--- config.mk ---
export PLATFORM = sky130hd
export DESIGN_NAME = brc_reset_ctrl
export DESIGN_NICKNAME = d
export VERILOG_FILES = /design/src/core/brc_pkg.sv /design/src/core/brc_sync.sv /design/src/core/brc_reset_ctrl.sv
export SDC_FILE = /design/constraint.sdc
export NUM_CORES = 1
export LEC_CHECK = 0
export BUFFER_PORTS_ARGS = -buffer_cell sky130_fd_sc_hd__buf_2
export CORE_UTILIZATION = 40
export CTS_CLUSTER_DIAMETER = 80
export DETAILED_ROUTE_END_ITERATION = 7
export SLEW_MARGIN = 20
export SYNTH_ARGS = -nofsm -noshare
export SYNTH_HDL_FRONTEND = slang
export SYNTH_SLANG_ARGS = --single-unit
--- constraint.sdc ---
create_clock -name clk -period 2.7 [get_ports clk]
set_input_delay 0.135 -clock clk [delete_from_list [all_inputs] [get_ports clk]]
set_output_delay 0.135 -clock clk [all_outputs]
set_load 0.01 [all_outputs]
--- src/core/brc_pkg.sv ---
// Constants, types and shared figures for the bidirectional reset control block
// Notes on behaviour
// Enable write ignored after end of init
// Enable bit cleared by every reset
// Bidirectional mode reports long hardware reset
// Boot port sampled on pin-started and bidirectional resets only
// Low select bit enables bootstrap loader
// External reset sources use open drain
// Short external reset stretched to sequence in bidirectional mode
// Pin pulled low during whole sequence in bidirectional mode
// Low reset pin starts a reset
// Pin undriven when bidirectional mode off
package brc_pkg;
    // ****************************************
    // Timing and widths
    // ****************************************
    localparam int          SEQ_CYCLES_DEF = 1024; // Internal reset sequence, clk cycles
    localparam int          BOOT_W         = 16;   // Boot configuration port width
    localparam int          BOOT_SEL_BIT   = 4;    // Bootstrap loader select bit position
    localparam logic        PIN_LOW        = 1'b0; // Level the pin driver pulls to
    localparam logic        EN_RST         = 1'b0; // Enable value after any reset
    localparam logic [15:0] BOOT_RST       = 16'hFFFF;

    // ****************************************
    // Types
    // ****************************************
    typedef enum logic [1:0]
    {
        CAUSE_HW_LONG  = 2'h0,
        CAUSE_HW_SHORT = 2'h1,
        CAUSE_SW       = 2'h2,
        CAUSE_WDT      = 2'h3
    } brc_cause_t;

    typedef enum logic [1:0]
    {
        ST_RUN  = 2'h0,
        ST_SEQ  = 2'h1,
        ST_HOLD = 2'h2
    } brc_state_t;
endpackage

--- src/core/brc_sync.sv ---
// Three-stage pin synchroniser with agreement filter
`timescale 1ns/10ps
module brc_sync
#(
    parameter int          WIDTH = 1,
    parameter logic [15:0] RST   = 16'h0000
)
(
    input  wire logic             clk,
    input  wire logic             sys_rst,
    input  wire logic [WIDTH-1:0] pin,
    output logic      [WIDTH-1:0] level
);
    logic [WIDTH-1:0] s1_q;
    logic [WIDTH-1:0] s2_q;
    logic [WIDTH-1:0] s3_q;
    logic [WIDTH-1:0] level_d;

    // A bit changes only once stages two and three agree
    always_comb
    begin
        for (int i = 0; i < WIDTH; i++)
        begin
            level_d[i] = (s2_q[i] == s3_q[i]) ? s3_q[i] : level[i];
        end
    end

    // Shift chain and filtered level
    always_ff @(posedge clk or posedge sys_rst)
    begin
        if (sys_rst)
        begin
            s1_q  <= RST[WIDTH-1:0];
            s2_q  <= RST[WIDTH-1:0];
            s3_q  <= RST[WIDTH-1:0];
            level <= RST[WIDTH-1:0];
        end
        else
        begin
            s1_q  <= pin;
            s2_q  <= s1_q;
            s3_q  <= s2_q;
            level <= level_d;
        end
    end
endmodule

--- src/core/brc_reset_ctrl.sv ---
// Reset control with bidirectional reset pin, cause flags and boot sampling
`timescale 1ns/10ps
module brc_reset_ctrl
#(
    parameter int SEQ_CYCLES = brc_pkg::SEQ_CYCLES_DEF
)
(
    input  wire logic                       clk,
    input  wire logic                       sys_rst,
    input  wire logic                       reset_in_pin_i,
    output logic                            reset_in_pin_o,
    output logic                            reset_in_pin_oe,
    input  wire logic [brc_pkg::BOOT_W-1:0] boot_config_port,
    input  wire logic                       end_of_init_instruction,
    input  wire logic                       sw_reset_req,
    input  wire logic                       watchdog_timer_reset,
    input  wire logic                       cfg_wr,
    input  wire logic                       cfg_bidir_reset_enable,
    output logic                            bidir_reset_enable,
    output logic                            internal_reset,
    output brc_pkg::brc_cause_t             reset_cause,
    output logic [brc_pkg::BOOT_W-1:0]      boot_config_q,
    output logic                            boot_loader_select,
    output logic                            init_done
);
    localparam int CNT_W = $clog2(SEQ_CYCLES + 1);
    localparam logic [CNT_W-1:0] CNT_LAST = CNT_W'(SEQ_CYCLES - 1);
    localparam logic [CNT_W-1:0] CNT_ZERO = CNT_W'(0);
    localparam logic [CNT_W-1:0] CNT_ONE  = CNT_W'(1);

    brc_pkg::brc_state_t         st_q, st_d;
    brc_pkg::brc_cause_t         cause_d;
    logic [CNT_W-1:0]            cnt_q, cnt_d;
    logic                        en_d;
    logic                        seq_bidir_q, seq_bidir_d;
    logic                        hw_q, hw_d;
    logic                        init_d;
    logic [brc_pkg::BOOT_W-1:0]  boot_d;
    logic                        bl_d;
    logic                        pin_level;
    logic [brc_pkg::BOOT_W-1:0]  boot_level;
    logic                        pin_low;
    logic                        cnt_done;
    logic                        finish;

    // ****************************************
    // Pin synchronisers
    // ****************************************
    brc_sync #(.WIDTH(1), .RST(16'h0001)) u_pin_sync
    (
        .clk     (clk),
        .sys_rst (sys_rst),
        .pin     (reset_in_pin_i),
        .level   (pin_level)
    );

    brc_sync #(.WIDTH(brc_pkg::BOOT_W), .RST(brc_pkg::BOOT_RST)) u_boot_sync
    (
        .clk     (clk),
        .sys_rst (sys_rst),
        .pin     (boot_config_port),
        .level   (boot_level)
    );

    assign pin_low  = (pin_level == brc_pkg::PIN_LOW);
    assign cnt_done = (cnt_q == CNT_LAST);

    // ****************************************
    // Reset sequencer
    // ****************************************
    // Next state, counter, enable bit, cause flags and boot sample
    always_comb
    begin
        st_d        = st_q;
        cnt_d       = cnt_q;
        en_d        = bidir_reset_enable;
        seq_bidir_d = seq_bidir_q;
        hw_d        = hw_q;
        init_d      = init_done;
        cause_d     = reset_cause;
        boot_d      = boot_config_q;
        bl_d        = boot_loader_select;
        finish      = 1'b0;
        case (st_q)
            brc_pkg::ST_RUN:
            begin
                // pin low resets
                if (pin_low || watchdog_timer_reset || sw_reset_req)
                begin
                    st_d        = brc_pkg::ST_SEQ;
                    cnt_d       = CNT_ZERO;
                    seq_bidir_d = bidir_reset_enable;
                    hw_d        = pin_low;
                    init_d      = 1'b0;
                    // clear enable bit
                    en_d        = brc_pkg::EN_RST;
                    // force long cause
                    if (bidir_reset_enable || pin_low)
                        cause_d = brc_pkg::CAUSE_HW_LONG;
                    else if (watchdog_timer_reset)
                        cause_d = brc_pkg::CAUSE_WDT;
                    else
                        cause_d = brc_pkg::CAUSE_SW;
                end
                else
                begin
                    // write locked after init
                    if (cfg_wr && !init_done)
                        en_d = cfg_bidir_reset_enable;
                    if (end_of_init_instruction)
                        init_d = 1'b1;
                end
            end
            brc_pkg::ST_SEQ:
            begin
                if (!cnt_done)
                    cnt_d = cnt_q + CNT_ONE;
                // stretch to full sequence
                if (seq_bidir_q)
                begin
                    if (cnt_done)
                        st_d = brc_pkg::ST_HOLD;
                end
                else if (hw_q)
                begin
                    // Plain input mode: reset follows the pin
                    if (!pin_low)
                    begin
                        cause_d = cnt_done ? brc_pkg::CAUSE_HW_LONG
                                           : brc_pkg::CAUSE_HW_SHORT;
                        finish  = 1'b1;
                    end
                end
                else if (cnt_done)
                    finish = 1'b1;
            end
            brc_pkg::ST_HOLD:
            begin
                // Wait for the line to rise after release
                if (!pin_low)
                    finish = 1'b1;
            end
            default:
                st_d = brc_pkg::ST_RUN;
        endcase
        if (finish)
        begin
            st_d = brc_pkg::ST_RUN;
            // sample boot port
            if (hw_q || seq_bidir_q)
            begin
                boot_d = boot_level;
                // loader select low
                bl_d   = (boot_level[brc_pkg::BOOT_SEL_BIT] == brc_pkg::PIN_LOW);
            end
        end
    end

    // Sequencer registers
    always_ff @(posedge clk or posedge sys_rst)
    begin
        if (sys_rst)
        begin
            st_q               <= brc_pkg::ST_RUN;
            cnt_q              <= CNT_ZERO;
            bidir_reset_enable <= brc_pkg::EN_RST;
            seq_bidir_q        <= 1'b0;
            hw_q               <= 1'b0;
            init_done          <= 1'b0;
            reset_cause        <= brc_pkg::CAUSE_HW_LONG;
            boot_config_q      <= brc_pkg::BOOT_RST;
            boot_loader_select <= 1'b0;
        end
        else
        begin
            st_q               <= st_d;
            cnt_q              <= cnt_d;
            bidir_reset_enable <= en_d;
            seq_bidir_q        <= seq_bidir_d;
            hw_q               <= hw_d;
            init_done          <= init_d;
            reset_cause        <= cause_d;
            boot_config_q      <= boot_d;
            boot_loader_select <= bl_d;
        end
    end

    // ****************************************
    // Pin driver and status
    // ****************************************
    // pull pin during sequence
    assign reset_in_pin_o  = brc_pkg::PIN_LOW;
    // undriven when disabled
    assign reset_in_pin_oe = seq_bidir_q && (st_q == brc_pkg::ST_SEQ);
    assign internal_reset  = (st_q != brc_pkg::ST_RUN);
endmodule

==> results by group, run 1 <==
Cells and area
  – Area grow syn2layout: 20.0%
  – Layout fillers: 801
  – Most frequent cells in the layout: 84 x dfstp_2, 46 x buf_2, 20 x dfrtp_1
  – FF+latch area: 2710 um^2
  – Share of layout cells above drive strength 1: 0.521
  – Leading cell type in the layout, fill and taps excluded: dfstp_2
  – Final core utilization: 0.497
  – Multi-input logic area: 1040 um^2
  – Nets: 341
  – Number of diodes: 0

GRT
  – Gr usage total: 0.136
  – Vias in the first global route: 2201
  – Gr ovfl total: 0
  – Largest net degree at the start of global routing: 85
  – Initial antenna violation count: 0
  – First-pass GRT wire length: 10400 um

STA
  – Slew headroom: 0.637
  – RSZ-0062 raised after global routing: false
  – Worst Tran Pin Value: 0.541 ns
  – Hold Vio Cnt, Final: 0
  – Final Slew Violations: 0
  – Min Tclk post-route: 2.27 ns
  – TNS Setup: 0 ns
  – Final setup fails: 0
  – Final worst-path cycle share: 0.839
  – FMAX: 441 MHz
  – Final Skew: 0.00920 ns

Yosys
  – Sequential area share after synthesis: 0.707
  – Post-synthesis area per instance: 15.8 um^2
  – Simple-gate area share of the yosys netlist: 0.0801
  – Mux cell area share after synthesis: 0.0699
  – Post-Synth XOR/XNOR Area: 0
  – Syn nets: 271
  – #FFs+latches synth: 104
  – Synth warn: 0
  – Post-Synth Adder-Cell Area: 0.0608
  – Post-synthesis cell type count: 49
  – Mapped Area: 3830 um^2
  – Synth Instances: 242
  – Largest family of logic cells by synthesized area: simple AND/OR/NAND/NOR gates
  – Compound-Gate Fraction of Synth Area: 0.0598

CTS
  – H-tree depth: 3
  – CTS Buffer Depth: 2
  – Clk_lat worst skew: 0.36 ns
  – TritonCTS Buffers: 9
  – CTS tree: done
  – Clock Sinks: 104
  – Clk root buf: clkbuf_8
  – Clk slew on worst S/H paths: 0.10 ns
  – PostCTS Resize Cnt: 0

Placed design
  – IO Port Bufs: 46
  – GPL Wtd Cong: 0.727
  – DP Wirelength: 3760 um

Die
  – Die ar.: 9970 um^2
  – # rows: 35
  – Die Ht: 99.8 um
  – Ports: 48
  – Die X: 99.8 um
  – Initial core utilization: 0.414
  – Core ar.: 9240 um^2

Routing
  – Vias: 2140
  – Detail Route Antenna Nets: 0
  – Routed wire per std cell: 13.3 um
  – Drc violations: 0
  – Vias per cell: 4.80
  – TritonRoute pass-1 iters: 4
  – DR iter-0 viols: 78
  – Routed WL: 5950 um

Critical path
  – CP Launch Type: register
  – Critical path class: register to register
  – Worst setup EP type: register
  – Crit-path max FO: 11
  – Critical Path RT: 2.92 ns
  – CP arrival: 2.49 ns

Worst hold path
  – Hold/Removal Path Class: primary input to asynchronous set/reset pin

Power
  – Max rail drop VDD: 0.000423 V
  – Leakage: 1.93 nW
  – PwrDens: 895 nW/um^2

Run
  – MaxCap Viol Count: 0

Status
  – Status: finished clean
[worst max-delay path, stage by stage (launching register included)]
cell	delay (ns)
dfrtp_1	0.40
inv_1	0.12
ha_1	0.39
inv_1	0.17
nor4_4	0.57
buf_4	0.26
or4_1	0.14
a21oi_1	0.08
[timing repair]
item,4_1_cts,5_1_grt
setup buffers,0,0
hold buffers,17,0
endpoints found under the setup margin,0,0
endpoints found under the hold margin,17,0
[cell families after synthesis]
family,count (synthesis)
flops,104
simple gates,46
compound gates,34
fa+ha+maj,22
mux,21
buf+inv,14
other cells,1
[stage by stage]
stage | area (um^2) | power [mW] | std cells | hold slack (ns) | worst slack [ns]
6_report | 4590 | 4.11 | 446 | 0.0518 | 0.434
3_5_place_dp | 4200 | 3.10 | 413 | 0.241 | 0.508
2_1_floorplan | 3830 | 2.79 | 242 | 0.139 | 0.896
3_3_place_gp | 4200 | 3.07 | 413 | 0.241 | 0.576
5_1_grt | 4590 | 4.38 | 446 | 0.0544 | 0.288
4_1_cts | 4590 | 4.18 | 446 | 0.0267 | 0.451
[path summary, 6_finish.rpt]
path                       cells after the start  slack (ns)                             end                           from
setup / recovery                               7        0.43            cnt_q[2]$_DFFE_PP0P_            st_q[1]$_DFFE_PP0P_
setup reg to reg                               7        0.43            cnt_q[2]$_DFFE_PP0P_            st_q[1]$_DFFE_PP0P_
hold / removal                                 2        0.05  u_boot_sync.s1_q[11]$_DFF_PP1_                        sys_rst
hold reg to reg                                0        0.35   u_boot_sync.s2_q[4]$_DFF_PP1_  u_boot_sync.s1_q[4]$_DFF_PP1_
max in group asynchronous                      3        2.16   u_boot_sync.s1_q[3]$_DFF_PP1_                        sys_rst
min in group clk                               3        0.05  bidir_reset_enable$_DFFE_PP0P_         cfg_bidir_reset_enable
[synth_stat cells (all sizes together)]
library cell	n	area, um^2
and4bb	1	12.5
and2	2	12.5
nand4	2	18.8
nor4	2	27.5
conb	1	3.75
maj3	17	170
nor3	1	5.00
mux2i	2	20.0
o311ai	1	8.76
nand4bb	2	22.5
a31o	1	8.76
and2b	1	7.51
mux2	19	248
nand3	4	20.0
a2111oi	1	8.76
or3b	1	8.76
inv	7	26.3
or2	1	6.26
and4	1	8.76
or4	6	45.0
o211a	1	10.0
nand3b	2	15.0
a21oi	10	50.1
o21ai	6	30.0
nand2	12	45.0
nor2b	1	6.26
nor2	1	3.75
and3b	1	8.76
o21a	2	15.0
o41ai	1	8.76
a41oi	1	8.76
or3	1	6.26
nand2b	1	6.26
buf	7	55.1
nor3b	1	7.51
dfstp	84	2210
ha	5	62.6
a211oi	1	7.51
and3	2	12.5
dfrtp	20	500
o31ai	9	72.6
[flip-flops by register name, summed over array words and instances, names as in the netlist]
signal              count
boot_loader_select      1
boot_config_q          16
hw_q                    1
u_boot_sync.level      16
reset_cause             2
u_pin_sync.s1_q         1
seq_bidir_q             1
u_pin_sync.s3_q         1
u_pin_sync.level        1
st_q                    2
bidir_reset_enable      1
u_boot_sync.s2_q       16
u_boot_sync.s3_q       16
u_boot_sync.s1_q       16
cnt_q                  11
init_done               1
u_pin_sync.s2_q         1
[final cells by class]
class	count	share of cell area
multi-input cells	124	0.226
clock inverters	6	0.0177
inverters	7	0.00654
flip-flops and latches	104	0.589
repair buffers	66	0.0948
clock buffers	10	0.0300
well taps	129	0.0351
[report_power, final]
group          total (mW)  internal [mW]  switching, mW
Sequential           2.09           1.94          0.151
Combinational       0.987          0.463          0.525
Clock                1.03          0.479          0.551
[metal layers]
layer | vias up | part of all wire | track usage
li1 | 1010 | - | -
met1 | 1069 | 0.50 | 0.186
met2 | 49 | 0.44 | 0.199
met3 | 12 | 0.044 | 0.0397
met4 | 0 | 0.020 | 0.0679
met5 | - | 0 | 0
No activity file was read; power rests on OpenSTA's default activity.
==> inputs of run 2 (changes only) <==
- clock period: 2.7 -> 1.9 ns (I/O delays scaled with it)
==> results by group, run 2 (synthesized netlist as in run 1, its figures left out) <==
Critical path
  – Slowest CP cell: or4_1
  – Worst setup EP type: register
  – CP arrival: 2.16 ns
  – Crit-path max FO: 11
  – Critical Path RT: 2.20 ns
  – Crit Reg-Reg Startpoint: st_q[1]$_DFFE_PP0P_
  – Critical path class: register to register
  – Biggest cell delay along the critical path: 0.54 ns
  – Worst reg-to-reg setup slack: 0.05 ns
  – CP delay by family, top: simple AND/OR/NAND/NOR gates
  – CP Cell Sequence: inv_2, ha_4, or2_2, nand2_1, buf_4, or4_1, a21oi_2
  – Buffering stage count on the worst path with inverters included: 2
  – CP Launch Type: register
  – CP Launch Point: st_q[1]$_DFFE_PP0P_

Status
  – Status: finished clean

Cells and area
  – Layout fillers: 788
  – Leading cell type in the layout, fill and taps excluded: dfstp_2
  – Area grow syn2layout: 24.3%
  – Nets: 354
  – Share of layout cells above drive strength 1: 0.545
  – Most frequent cells in the layout: 84 x dfstp_2, 46 x buf_2, 20 x dfrtp_1, 20 x dlygate4sd3_1, 17 x maj3_1
  – Cell area after layout: 4760 um^2
  – Number of diodes: 0

Die
  – Ports: 48
  – Core ar.: 9240 um^2
  – Die Ht: 99.8 um
  – Die X: 99.8 um
  – # rows: 35
  – Initial core utilization: 0.414
  – Die ar.: 9970 um^2

STA
  – Min Tclk post-route: 1.85 ns
  – Hold Vio Cnt, Final: 0
  – Final Slew Violations: 0
  – FMAX: 540 MHz
  – Worst hold slack: 0.0995 ns
  – Final Skew: 0.00684 ns
  – Final worst-path cycle share: 0.974
  – Final setup fails: 0

Placed design
  – Dpl cell area: 4280 um^2
  – IO Port Bufs: 46
  – GPL Wtd Cong: 0.760
  – DP Wirelength: 3920 um

Routing
  – DR iter-0 viols: 47
  – Routed WL: 6110 um
  – TritonRoute pass-1 iters: 4
  – Detail Route Antenna Nets: 0
  – Vias: 2185
  – Routed wire per std cell: 13.3 um
  – Drc violations: 0
  – Vias per cell: 4.76

Power
  – PwrDens: 1280 nW/um^2
  – Power Total: 6.09 mW
  – Max rail drop VDD: 0.000634 V
  – Leakage: 2.00 nW

GRT
  – Gr usage total: 0.134
  – Initial antenna violation count: 0
  – Gr ovfl total: 0
  – Largest net degree at the start of global routing: 65
  – First-pass GRT wire length: 10300 um
  – Vias in the first global route: 2229

CTS
  – CTS Buffer Depth: 2
  – Clk_lat worst skew: 0.36 ns
  – CTS tree: done
  – TritonCTS Buffers: 9
  – Clk root buf: clkbuf_8
  – Clock Sinks: 104
  – Clk slew on worst S/H paths: 0.10 ns
  – H-tree depth: 3

Worst hold path
  – Hold/Removal Path Class: primary input to register
  – Hold path startpoint: watchdog_timer_reset

Run
  – MaxCap Viol Count: 0
-- run 2: cell count changes in the layout (fill, tap and decap cells not counted), sizes merged --
cell	before	now
clkbuf	10	9
inv	10	11
buf	49	59
dlygate4sd3	17	20
-- run 2: timing repair --
action                                  in CTS  in global routing
endpoints found under the setup margin       5                 23
hold endpoints to repair                    39                  0
hold buffers                                20                  0
setup buffers                                0                  3
resized for setup                            2                  7
-- run 2: cell type report --
class | count | area (um^2) | area share
multi-input combinational | 124 | 1080 | 0.227
inverter | 7 | 30.0 | 0.00631
clock inverter | 7 | 92.6 | 0.0195
clock buffer | 9 | 124 | 0.0260
sequential | 104 | 2710 | 0.569
tap | 129 | 161 | 0.0339
timing repair buffer | 79 | 566 | 0.119
-- run 2: where the power goes --
| group | total, mW | switching, mW | internal (mW) |
|---|---|---|---|
| logic | 1.64 | 0.806 | 0.838 |
| clock network | 1.46 | 0.807 | 0.652 |
| registers | 2.98 | 0.221 | 2.76 |
-- run 2: worst paths after layout --
kind	endpoint	depth (start not counted)
min in group asynchronous	cnt_q[0]$_DFFE_PP0P_	4
worst max-delay path	cnt_q[3]$_DFFE_PP0P_	7
worst min register to register	u_boot_sync.s2_q[11]$_DFF_PP1_	0
worst min-delay path	reset_cause[0]$_DFFE_PP0P_	4
worst max register to register	cnt_q[3]$_DFFE_PP0P_	7
max in group asynchronous	u_boot_sync.level[10]$_DFFE_PP1N_	4
-- run 2: worst min-delay path, delay by kind of cell --
family                 cells  cell delay [ns]
multiplexers               1             0.13
buffers and inverters      1             0.11
AND/OR/NAND/NOR            2             0.11
-- run 2: layer usage --
layer  track usage  wire [um]  share of wire  vias up
met4        0.0532         80          0.013        0
li1              -          -              -     1033
met2         0.201       2780           0.45       45
met1         0.177       3000           0.49     1101
met5             0          0              0        -
met3        0.0481        249          0.041        6
-- run 2: metrics by stage --
stage | setup TNS (ns) | utilization | cells | setup slack [ns]
final | 0 | 0.515 | 459 | 0.0490
after global routing | -0.0699 | 0.515 | 459 | -0.0471
after CTS | -0.00143 | 0.509 | 456 | -0.00143
after detailed placement | -0.0250 | 0.463 | 420 | -0.0189
after global placement | 0 | 0.463 | 420 | 0.0340
after floorplan | 0 | - | 242 | 0.0959
